==> config.mk <==
export PLATFORM = sky130hd
export DESIGN_NAME = rbac_bank
export DESIGN_NICKNAME = d
export VERILOG_FILES = /design/src/hdl/rbac_pkg.sv /design/src/hdl/rbac_bank.sv
export SDC_FILE = /design/constraint.sdc
export NUM_CORES = 1
export LEC_CHECK = 0
export BUFFER_PORTS_ARGS = -buffer_cell sky130_fd_sc_hd__buf_2
export CAP_MARGIN = 20
export CORE_UTILIZATION = 39
export CTS_CLUSTER_DIAMETER = 80
export DETAILED_ROUTE_END_ITERATION = 12
export PLACE_DENSITY = 0.69
export SLEW_MARGIN = 20
export SYNTH_ARGS = -nofsm -noshare
export SYNTH_HDL_FRONTEND = slang
export SYNTH_SLANG_ARGS = --single-unit
==> constraint.sdc <==
create_clock -name clock -period 1.3 [get_ports clock]
set_clock_uncertainty 0.1 [all_clocks]
set_input_delay 0 -clock clock [delete_from_list [all_inputs] [get_ports clock]]
set_output_delay 0 -clock clock [all_outputs]
set_load 0.01 [all_outputs]
==> src/hdl/rbac_pkg.sv <==
// constants and state type for the register bit access cell bank
package rbac_pkg;

  // ==========================================================
  // data word layout
  localparam int unsigned DATA_W   = 16;
  localparam int unsigned F_RO     = 0;   // read only, tracks hardware
  localparam int unsigned F_SOR    = 1;   // set on read
  localparam int unsigned F_COR    = 2;   // clear on read
  localparam int unsigned F_WO     = 3;   // write only
  localparam int unsigned F_W1C    = 4;   // write one to clear
  localparam int unsigned F_WAC    = 5;   // write anything to clear
  localparam int unsigned F_LL     = 6;   // latch low status
  localparam int unsigned F_LH     = 7;   // latch high status
  localparam int unsigned F_SC     = 8;   // self clearing
  localparam int unsigned F_SS     = 9;   // self setting
  localparam int unsigned F_STICKY = 10;  // sticky high status
  localparam int unsigned F_KOLR   = 11;  // kept on lite reset
  localparam int unsigned F_KOSR   = 12;  // kept on soft reset
  localparam int unsigned F_RW     = 13;  // plain read/write
  localparam int unsigned F_RES_LO = 14;  // reserved field low bit
  localparam int unsigned F_RES_HI = 15;  // reserved field high bit

  // ==========================================================
  // complete state of the bank
  typedef struct packed {
    logic              ro;          // read only copy
    logic              sor;         // set on read
    logic              cor;         // clear on read
    logic              wo;          // write only
    logic              w1c;         // write one to clear
    logic              write_any_clear;         // write anything to clear
    logic              ll_latched;  // low level caught
    logic              ll;          // latch low value
    logic              lh_latched;  // high level caught
    logic              lh;          // latch high value
    logic              sc;          // self clearing
    logic              ss;          // self setting
    logic              sticky;      // sticky high status
    logic              sticky_read; // read since it went high
    logic              kolr;        // immune to lite reset
    logic              kosr;        // immune to soft reset
    logic              rw;          // plain read/write
    logic [DATA_W-1:0] rdata;       // read data
  } rbac_state_t;

  // ==========================================================
  // reset values: self setting bit rests at one
  localparam rbac_state_t RESET_STATE = '{
    ss: 1'b1, ll: 1'b1, rdata: 16'h0000, default: 1'b0};

endpackage : rbac_pkg

==> src/hdl/rbac_bank.sv <==
// register bit access cell bank, one cell of each access kind
`timescale 1ns/10ps
`default_nettype none

// Operation
// RL1: read only bit ignores writes
// RL2: read sets the set on read bit
// RL3: read returns value then clears it
// RL4: write only bit reads as don't care
// RL5: writing one clears, zero leaves alone
// RL6: any write clears the bit
// RL7: latch holds event until register read
// RL8: self clearing bit drops when action done
// RL9: self setting bit returns to one
// RL10: sticky high falls after read, condition gone
// RL11: lite reset spares the tagged bit
// RL12: soft reset spares the tagged bit
// RL13: reserved written zero, read undefined
// RL14: hardware set beats software clear
// RL15: hard reset restores every bit
module rbac_bank (
  // clock and resets
  input  wire logic        clock,
  input  wire logic        rst,
  input  wire logic        lite_rst,
  input  wire logic        soft_rst,
  // software access strobes
  input  wire logic        rd,
  input  wire logic        wr,
  input  wire logic [15:0] wdata,
  output logic      [15:0] rdata,
  // hardware side
  input  wire logic        hw_status,
  input  wire logic        sor_clear,
  input  wire logic        cor_event,
  input  wire logic        w1c_event,
  input  wire logic        wac_event,
  input  wire logic        ll_source,
  input  wire logic        lh_source,
  input  wire logic        sc_done,
  input  wire logic        ss_done,
  input  wire logic        sticky_cond,
  // control outputs
  output logic             wo_value,
  output logic             sc_go,
  output logic             ss_value,
  output logic             kolr_value,
  output logic             kosr_value,
  output logic             rw_value
);

  // ========================================================
  // state
  rbac_pkg::rbac_state_t s;       // registered state
  rbac_pkg::rbac_state_t next_s;  // next state

  // ========================================================
  // next state
  always_comb begin
    next_s = s;
    next_s.ro = hw_status;  // hardware only owner, see RL1
    // set on read, hardware may clear it
    if (sor_clear) begin
      next_s.sor = 1'b0;
    end
    if (rd) begin
      next_s.sor = 1'b1;  // see RL2
    end
    // clear on read, event wins, see RL3 see RL14
    next_s.cor = cor_event | (s.cor & ~rd);
    // write only storage, see RL4
    if (wr) begin
      next_s.wo = wdata[rbac_pkg::F_WO];
    end
    // write one clear, event wins, see RL5 see RL14
    next_s.w1c = w1c_event | (s.w1c & ~(wr & wdata[rbac_pkg::F_W1C]));
    // write any clear, see RL6 see RL14
    next_s.write_any_clear = wac_event | (s.write_any_clear & ~wr);
    // latch low: hold zero until read, then track, see RL7
    next_s.ll_latched = ~ll_source | (s.ll_latched & ~rd);
    next_s.ll         = ~next_s.ll_latched & ll_source;
    // latch high: hold one until read, then track, see RL7
    next_s.lh_latched = lh_source | (s.lh_latched & ~rd);
    next_s.lh         = next_s.lh_latched | lh_source;
    // self clearing: set by write of one only, see RL8
    if (sc_done) begin
      next_s.sc = 1'b0;
    end
    if (wr && wdata[rbac_pkg::F_SC]) begin
      next_s.sc = 1'b1;
    end
    // self setting: cleared by write of zero only, see RL9
    if (wr && !wdata[rbac_pkg::F_SS]) begin
      next_s.ss = 1'b0;
    end
    if (ss_done) begin
      next_s.ss = 1'b1;
    end
    // sticky high: falls only once read and condition gone, see RL10
    next_s.sticky      = sticky_cond | (s.sticky & ~(s.sticky_read | rd));
    next_s.sticky_read = next_s.sticky & (s.sticky_read | (rd & s.sticky));
    // plain and immune bits
    if (wr) begin
      next_s.kolr = wdata[rbac_pkg::F_KOLR];
      next_s.kosr = wdata[rbac_pkg::F_KOSR];
      next_s.rw   = wdata[rbac_pkg::F_RW];
    end
    // read data captured before side effects
    if (rd) begin
      next_s.rdata = '0;  // reserved and write only read zero, see RL13
      next_s.rdata[rbac_pkg::F_RO]     = s.ro;
      next_s.rdata[rbac_pkg::F_SOR]    = s.sor;
      next_s.rdata[rbac_pkg::F_COR]    = s.cor;
      next_s.rdata[rbac_pkg::F_W1C]    = s.w1c;
      next_s.rdata[rbac_pkg::F_WAC]    = s.write_any_clear;
      next_s.rdata[rbac_pkg::F_LL]     = s.ll;
      next_s.rdata[rbac_pkg::F_LH]     = s.lh;
      next_s.rdata[rbac_pkg::F_SC]     = s.sc;
      next_s.rdata[rbac_pkg::F_SS]     = s.ss;
      next_s.rdata[rbac_pkg::F_STICKY] = s.sticky;
      next_s.rdata[rbac_pkg::F_KOLR]   = s.kolr;
      next_s.rdata[rbac_pkg::F_KOSR]   = s.kosr;
      next_s.rdata[rbac_pkg::F_RW]     = s.rw;
    end
    // lite reset keeps only its tagged bit, see RL11 see RL15
    if (lite_rst) begin
      next_s      = rbac_pkg::RESET_STATE;
      next_s.kolr = s.kolr;
    end
    // soft reset keeps only its tagged bit, see RL12 see RL15
    else if (soft_rst) begin
      next_s      = rbac_pkg::RESET_STATE;
      next_s.kosr = s.kosr;
    end
  end

  // ========================================================
  // state register, hard reset loads RESET_STATE (ss and ll at one), see RL15
  always_ff @(posedge clock) begin
    if (rst) begin
      s <= rbac_pkg::RESET_STATE;
    end else begin
      s <= next_s;
    end
  end

  // ========================================================
  // outputs straight from flops
  assign rdata      = s.rdata;
  assign wo_value   = s.wo;
  assign sc_go      = s.sc;
  assign ss_value   = s.ss;
  assign kolr_value = s.kolr;
  assign kosr_value = s.kosr;
  assign rw_value   = s.rw;

  // ========================================================
  // assertions
  logic quiet;  // no lite or soft reset this cycle
  assign quiet = !lite_rst && !soft_rst;

  property p_ro_read;  // see RL1
    @(posedge clock) disable iff (rst)
      (rd && quiet && $past(quiet) && !$past(rst))  // copy not wiped last cycle
        |=> rdata[rbac_pkg::F_RO] == $past(hw_status, 2);
  endproperty
  a_ro_read: assert property (p_ro_read) else $error("read only bit wrong");  // see RL1

  property p_sor;
    @(posedge clock) disable iff (rst) (rd && quiet) |=> s.sor;
  endproperty
  a_sor: assert property (p_sor) else $error("set on read did not set");  // see RL2

  property p_cor;
    @(posedge clock) disable iff (rst)
      (rd && s.cor && !cor_event && quiet) |=> !s.cor && rdata[rbac_pkg::F_COR];
  endproperty
  a_cor: assert property (p_cor) else $error("clear on read failed");  // see RL3

  property p_wo;
    @(posedge clock) disable iff (rst) (rd && quiet) |=> !rdata[rbac_pkg::F_WO];
  endproperty
  a_wo: assert property (p_wo) else $error("write only read not zero");  // see RL4

  property p_w1c_zero;
    @(posedge clock) disable iff (rst)
      (wr && !wdata[rbac_pkg::F_W1C] && !w1c_event && quiet) |=> s.w1c == $past(s.w1c);
  endproperty
  a_w1c_zero: assert property (p_w1c_zero) else $error("zero write changed bit");  // see RL5

  property p_wac;
    @(posedge clock) disable iff (rst) (wr && !wac_event) |=> !s.write_any_clear;
  endproperty
  a_wac: assert property (p_wac) else $error("write any did not clear");  // see RL6

  property p_lh_hold;
    @(posedge clock) disable iff (rst)
      (s.lh_latched && !rd && quiet) |=> s.lh [*1];
  endproperty
  a_lh_hold: assert property (p_lh_hold) else $error("latch high lost");  // see RL7

  property p_sc;
    @(posedge clock) disable iff (rst)
      (sc_done && !(wr && wdata[rbac_pkg::F_SC])) |=> !sc_go;
  endproperty
  a_sc: assert property (p_sc) else $error("self clear did not clear");  // see RL8

  property p_ss;
    @(posedge clock) disable iff (rst) (ss_done) |=> ss_value;
  endproperty
  a_ss: assert property (p_ss) else $error("self set did not set");  // see RL9

  property p_sticky;
    @(posedge clock) disable iff (rst)
      (s.sticky && !s.sticky_read && !rd && quiet) |=> s.sticky;
  endproperty
  a_sticky: assert property (p_sticky) else $error("sticky fell before read");  // see RL10

  property p_kolr;
    @(posedge clock) disable iff (rst) (lite_rst && !wr) |=> kolr_value == $past(kolr_value);
  endproperty
  a_kolr: assert property (p_kolr) else $error("lite reset hit kept bit");  // see RL11

  property p_kosr;
    @(posedge clock) disable iff (rst)
      (soft_rst && !lite_rst) |=> kosr_value == $past(kosr_value);
  endproperty
  a_kosr: assert property (p_kosr) else $error("soft reset hit kept bit");  // see RL12

  property p_res;
    @(posedge clock) disable iff (rst) rdata[rbac_pkg::F_RES_HI:rbac_pkg::F_RES_LO] == 2'h0;
  endproperty
  a_res: assert property (p_res) else $error("reserved bits not zero");  // see RL13

  property p_set_wins;
    @(posedge clock) disable iff (rst) (w1c_event && quiet) |=> s.w1c;
  endproperty
  a_set_wins: assert property (p_set_wins) else $error("event lost to clear");  // see RL14

  property p_hard;
    @(posedge clock) rst |=> (s == rbac_pkg::RESET_STATE);
  endproperty
  a_hard: assert property (p_hard) else $error("hard reset incomplete");  // see RL15

  // main scenarios
  c_cor_read: cover property (@(posedge clock) disable iff (rst) s.cor ##1 rd ##1 !s.cor);
  c_sticky_fall: cover property (@(posedge clock) disable iff (rst)
    s.sticky && rd && !sticky_cond ##1 !s.sticky);
  c_sc_cycle: cover property (@(posedge clock) disable iff (rst) sc_go ##[1:20] !sc_go);
  c_lite_keep: cover property (@(posedge clock) disable iff (rst) kolr_value && lite_rst);

endmodule : rbac_bank

`default_nettype wire

==> results.md, run 1 <==
- Status: finished, violations left
- Violated checks: negative hold slack
- Fin crit period: 1.29 ns
- Largest family of logic cells by synthesized area: buffers and inverters
- Die X: 55.8 um
- Diodes inserted: 0
- CP cell instances: buf_2, dlygate4sd3_1, or3_4, or3b_1
- CTS Buf Count: 5
- All-Layer GR Usage: 16.8%
- Top-area cell type share of the netlist area: 51.5%
- Clock sinks: 29
- Synth Instances: around 120
- Synth top cells by count: dfxtp_1 (29), nor2_1 (22), buf_4 (16), mux2i_1 (16), a21oi_1 (9)
- Worst skew pair latency: approximately 0.32 ns
- IO Pins: 54
- CP top delay family: simple AND/OR/NAND/NOR gates
- RSZ-0062 raised after global routing: false
- Synth area leader: dfxtp_1
- Post-Place Cells: 173
- Setup TNS: 0 ns
- Peak VDD IR: 0.817 mV
- Vias: just over 900
- GP Congestion: 0.688
- Routed wire length: 2.30 mm
- Crit Path Category: in2reg
- Power per cell area: about 1200 nW/um^2
- Critical Path End Type: flop
- Syn Area/Cell: 9.55 um^2
- Arr. time, crit path: 1.40 ns
- Seq cells post-synth: 29
- Tot Pwr: 1840 uW
- CTS tree: built
- P_sw: about 380 uW
- Largest net degree at the start of global routing: 17
- Sequential share of power: 49.3%
- Cell Rows: 19
- # H-tree levels: 2
- Post-synth EDFFs: 0
- Comb power frac: 9.3%
- CTS max path bufs: 2
- Post-route antenna net violation count: 0
- Clock root buffer master: clkbuf_4
- Slew Limit Fails: 0
- Multi-input combinational cell area: a little under 400 um^2
- Clock share of power: 41.3%
- Worst hold path class: in2reg
- DR WL/cell: approximately 11 um
- CP Launch Type: primary input
- Sw Share: 20.7%
- Global route overflow: 0
- Synth top area cells: dfxtp_1 (51%), mux2i_1 (14%), buf_4 (11%)
- Area of the mapped netlist: 1130 um^2
- Vias per std cell: 4.62
- Pre-antenna DRT Iters: 4
- Post-synthesis compound-gate area fraction: 6.10%
- DR iter-0 viols: 13
- Drt drc: 0
- Worst setup margin: 0.0142 ns
- Final cycle utilization of the critical path: 98.9%
- Initial antenna violation count: 0
- Filler instances: roughly 260
- Post-DP HPWL: 1.41 mm
- Crit-path slowest cell: dlygate4sd3_1
- Vias in the first global route: 954
- Port Buffer Count: roughly 40
- Synth Area in XOR/XNOR: 0%
- First-pass GRT wire length: approximately 3.9 mm
- Leakage: 0.000738 uW
- Core Util, Final: 56.3%
- Max-Cap Viols: 0
- Die height: 55.8 um
- Area delta synth->final: 37.7%
- Fraction of the yosys area taken by sequential cells: 51.5%
- Bufs and invs on worst path: 2
- Clock-pin transition on the worst setup and hold timing paths: 0.09 ns
- Initial Util: between 40% and 50%
- CP max FO: 3
- Mux contribution to synthesized area: 14.2%
- Max incr delay on CP: 0.57 ns
- Final cell count without fillers: between 200 and 250
- FF+latch area: 583 um^2
- Core outline area: about 2800 um^2
- Syn. warnings: 0
- Placement Setup Slack: 0.206 ns
- Unique masters post-synth: 19
- Share of cells above drive strength 1: between 30 and 40%
- Highest Clock Rate: 778 MHz
- Die area: a little over 3000 um^2
- Count leader, synth: dfxtp_1
- P_int: 1460 uW
- Fin nets: 201
- Final Setup Violations: 0
- WHS: -0.234 ns
- Synth async-reset ratio: 0%
- Synth Area in Simple Gates: 13.2%
- Fin. Hold Viols: 7
- Primary FF master, synth: dfxtp_1
- Synth Area in Adders: 0%
- Worst EP required: roughly 1.4 ns
flip-flops by register name, indices dropped and copies added (netlist names):
| signal | cells |
|---|---|
| kosr_value | 1 |
| rdata | 13 |
| rw_value | 1 |
| s | 10 |
| kolr_value | 1 |
| wo_value | 1 |
| sc_go | 1 |
| ss_value | 1 |
final timing paths:
check / startpoint / end / slack, ns / cells after the start
hold reg to reg: s[25] / rdata[6] / 0.38 / 2
setup reg to reg: ss_value / ss_value / 0.34 / 2
setup / recovery: soft_rst / ss_value / 0.01 / 4
hold / removal: lite_rst / kosr_value / -0.23 / 2
routing by layer:
metal  global-route usage [%]  routed length, um
met5                        0                  0
met4                     6.43                 28
met3                     7.67                165
met2                     29.3               1120
met1                     17.7                982
power by group through the flow:
stage	sequential, uW	combinational, uW	clock (uW)
6_report	909	172	762
5_1_grt	912	192	830
4_1_cts	909	181	788
3_5_place_dp	930	123	0
3_3_place_gp	929	118	0
2_1_floorplan	930	79.5	0
cell usage in the layout, fill, tap and decap left out, types with 3 or more instances in the layout:
master / count
nand2_1: 3
mux2i_1: 16
dfxtp_1: 27
nor2_1: 22
inv_1: 4
dlygate4sd3_1: 21
buf_2: 40
conb_1: 3
clkbuf_4: 5
a21oi_1: 9
metrics by stage:
step | area (um^2) | hold WS [ns]
2_1_floorplan | 1130 | -0.0309
3_3_place_gp | 1250 | 0.0813
3_5_place_dp | 1250 | 0.0986
4_1_cts | 1600 | 0.0406
5_1_grt | 1550 | -0.221
6_report | 1550 | -0.234
cell families after synthesis:
| kind of cell | count (synthesis) |
|---|---|
| compound gates | 13 |
| other cells | 1 |
| mux | 16 |
| buf+inv | 26 |
| simple gates | 33 |
| flops | 29 |
timing repair:
action                                 CTS  global route
setup buffers                            0             0
endpoints found under the hold margin   20             4
hold buffers                            26             1
setup endpoints to repair                0             8
gates resized for setup                  0             4
cell type report:
| class | count | area share, % |
|---|---|---|
| inverters | 4 | 0.967 |
| flip-flops and latches | 29 | 37.6 |
| clock inverters | 1 | 1.93 |
| well taps | 31 | 2.50 |
| multi-input cells | 65 | 25.4 |
| repair buffers | 64 | 28.1 |
| clock buffers | 7 | 3.55 |
Note: power is estimated with default switching activity, not from simulation.
==> inputs of run 2 (changes only) <==
--- a/config.mk
+++ b/config.mk
@@ -5,7 +5,7 @@
 export SDC_FILE = /design/constraint.sdc
 export NUM_CORES = 1
 export LEC_CHECK = 0
-export BUFFER_PORTS_ARGS = -buffer_cell sky130_fd_sc_hd__buf_2
+export BUFFER_PORTS_ARGS = -buffer_cell sky130_fd_sc_hd__buf_4
 export CAP_MARGIN = 20
 export CORE_UTILIZATION = 39
 export CTS_CLUSTER_DIAMETER = 80
==> run 2 against run 1 <==
The run still ends with negative hold slack left. Setup slack got worse by 0.0066 ns. Via count is 1.4% lower. Register-to-register slack got worse by 0.27 ns. Critical path depth unchanged. Worst hold slack better by 0.011 ns. Maximum frequency down 0.51%. Utilization up 2.1 points. Cell area increased by 3.8%. Final cell count down 1.0%. Critical path type unchanged. Largest cell class unchanged.
==> results.md, run 2 (synthesis gave the netlist of run 1 again) <==
- Largest register FFs: 13 (unchanged)
- Initial Util: 40.9% (unchanged)
- Final cycle utilization of the critical path: 99.4% (+0.50 points)
- Critical Path End Type: flop
- Reg-to-reg setup timing slack: 0.07 ns (-0.27 ns)
- Die X: 55.8 um (unchanged)
- Violated checks: negative hold slack
- Peak VDD IR: 0.803 mV (-1.7%)
- Worst hold path class: in2reg
- Clock share of power: 32.1% (-9.2 points)
- Sw Share: 21.4% (+0.70 points)
- Sequential share of power: 56.0% (+6.7 points)
- Port Buffer Count: 41 (unchanged)
- Bufs and invs on worst path: 2 (unchanged)
- Setup TNS: 0 ns (unchanged)
- Diodes inserted: 0 (unchanged)
- P_int: 1280 uW (-13%)
- Placed inst area: 1350 um^2 (+7.6%)
- Post-route antenna net violation count: 0 (unchanged)
- Fin nets: 200 (-0.50%)
- Vias: 915 (-1.4%)
- Cell Rows: 19 (unchanged)
- Worst EP required: 1.39 ns (-0.02 ns)
- End of the worst register-to-register path: kolr_value
- All-Layer GR Usage: 16.2% (-0.67 points)
- Crit-path slowest cell: dlygate4sd3_1
- P_sw: 347 uW (-8.9%)
- Global route overflow: 0 (unchanged)
- Arr. time, crit path: 1.38 ns (-0.02 ns)
- Most frequent cells in the layout: buf_4 (42), dfxtp_1 (28), nor2_1 (22)
- Hold Path Origin: lite_rst
- Leakage: 0.000742 uW (+0.61%)
- WHS: -0.223 ns (+0.0107 ns)
- Max-Cap Viols: 0 (unchanged)
- Worst skew pair latency: 0.30 ns (-0.02 ns)
- CP max FO: 3 (unchanged)
- CTS max path bufs: 2 (unchanged)
- CP Launch Type: primary input
- IO Pins: 54 (unchanged)
- Area delta synth->final: 43.0%
- Status: finished, violations left
- Crit Path Category: in2reg
- Min-Delay Endpoint: kosr_value
- Post-DP HPWL: 1.45 mm (+3.0%)
- Final Setup Violations: 0 (unchanged)
- Max incr delay on CP: 0.54 ns (-0.03 ns)
- Setup Buffers After CTS: 0 (unchanged)
- Share of cells above drive strength 1: 30.4% (-0.82 points)
- Die area: 3110 um^2 (unchanged)
- Core outline area: 2760 um^2 (unchanged)
- DR iter-0 viols: 17 (+4)
- Crit Reg-Reg Startpoint: kolr_value
- Core Util, Final: 58.4% (+2.1 points)
- Comb power frac: 11.9% (+2.6 points)
- Power per cell area: 1010 nW/um^2 (-15%)
- DR WL/cell: 11.7 um (+2.0%)
- Fin. Hold Viols: 4 (-3)
- Routed wire length: 2.32 mm (+1.0%)
- Fin crit period: 1.29 ns (+0.00656 ns)
- Largest net degree at the start of global routing: 16 (-1)
- CP top delay family: simple AND/OR/NAND/NOR gates
- Hold depth: 2 (unchanged)
- Most common cell after layout, fill and taps aside: buf_4
- Pre-antenna DRT Iters: 3 (-1)
- Die height: 55.8 um (unchanged)
- Drt drc: 0 (unchanged)
- First-pass GRT wire length: 3.93 mm (-0.33%)
- Highest Clock Rate: 774 MHz (-0.51%)
- CP cell instances: dlygate4sd3_1, buf_4, or3_4, or3b_1
- Post-route cell area: 1610 um^2 (+3.8%)
- CTS Buf Count: 5 (unchanged)
- Clock root buffer master: clkbuf_4
- Initial antenna violation count: 0 (unchanged)
- # H-tree levels: 2 (unchanged)
- Reg2reg path depth: 3 (+1)
- GP Congestion: 0.653 (-5.0%)
- Clock-pin transition on the worst setup and hold timing paths: 0.08 ns (about the same)
- Vias in the first global route: 937 (-1.8%)
- CTS tree: built
- Clock sinks: 29 (unchanged)
- Vias per std cell: 4.60 (-0.41%)
- Slew Limit Fails: 0 (unchanged)
==> run 2: cell count changes in the layout (fill, tap and decap cells not counted), sizes merged <==
cell         delta
bufinv          -1
dlygate4sd3     -1
==> run 2: worst max path at each step <==
stage / end / depth (start not counted) / from / slack, ns
finish: ss_value / 4 / rst / 0.008
global route: ss_value / 4 / rst / -0.003
CTS: s[19] / 5 / rst / 0.009
detailed placement: ss_value / 3 / soft_rst / 0.18
global placement: ss_value / 3 / soft_rst / 0.21
floorplan: ss_value / 3 / soft_rst / 0.24
==> run 2: layout make-up <==
cell class,instances,area (um^2)
Tap cell,31,38.8
Fill cell,242,1150
Clock buffer,7,55.1
Multi-Input combinational cell,65,394
Sequential cell,29,582
Inverter,4,15.0
Timing Repair Buffer,63,527
==> run 2: timing repair <==
item | in CTS | in global routing
hold endpoints to repair | 16 | 4
hold buffers | 21 | 3
endpoints found under the setup margin | 0 | 8
gates resized for setup | 0 | 3
==> run 2: stage by stage <==
step | worst slack [ns] | power, uW | std cells
finish | 0.00764 | 1620 | 199
global route | -0.00309 | 1710 | 199
CTS | 0.00934 | 1640 | 200
detailed placement | 0.180 | 1070 | 172
global placement | 0.209 | 1070 | 172
floorplan | 0.243 | 1010 | 120
==> run 2: power by group through the flow <==
stage | Sequential (uW) | Clock, uW | Combinational, uW
after floorplan | 930 | 0 | 79.5
after global placement | 930 | 0 | 139
after detailed placement | 930 | 0 | 143
after CTS | 909 | 542 | 193
after global routing | 912 | 586 | 211
final | 909 | 522 | 193
==> run 2: worst reg2reg max path, delay by kind of cell, from the launching register on <==
family	cells	cell delay, ns
DFF	1	0.34
AOI/OAI and AO/OA	2	0.18
buffers and inverters	1	0.54
==> run 2: metal layers <==
metal  up-vias  track usage, %  share of wire (%)
met3         2            4.42                5.4
met1       413            17.6                 42
met5         -               0                  0
met2        35            30.5                 52
li1        465               -                  -
met4         0            4.29               0.39
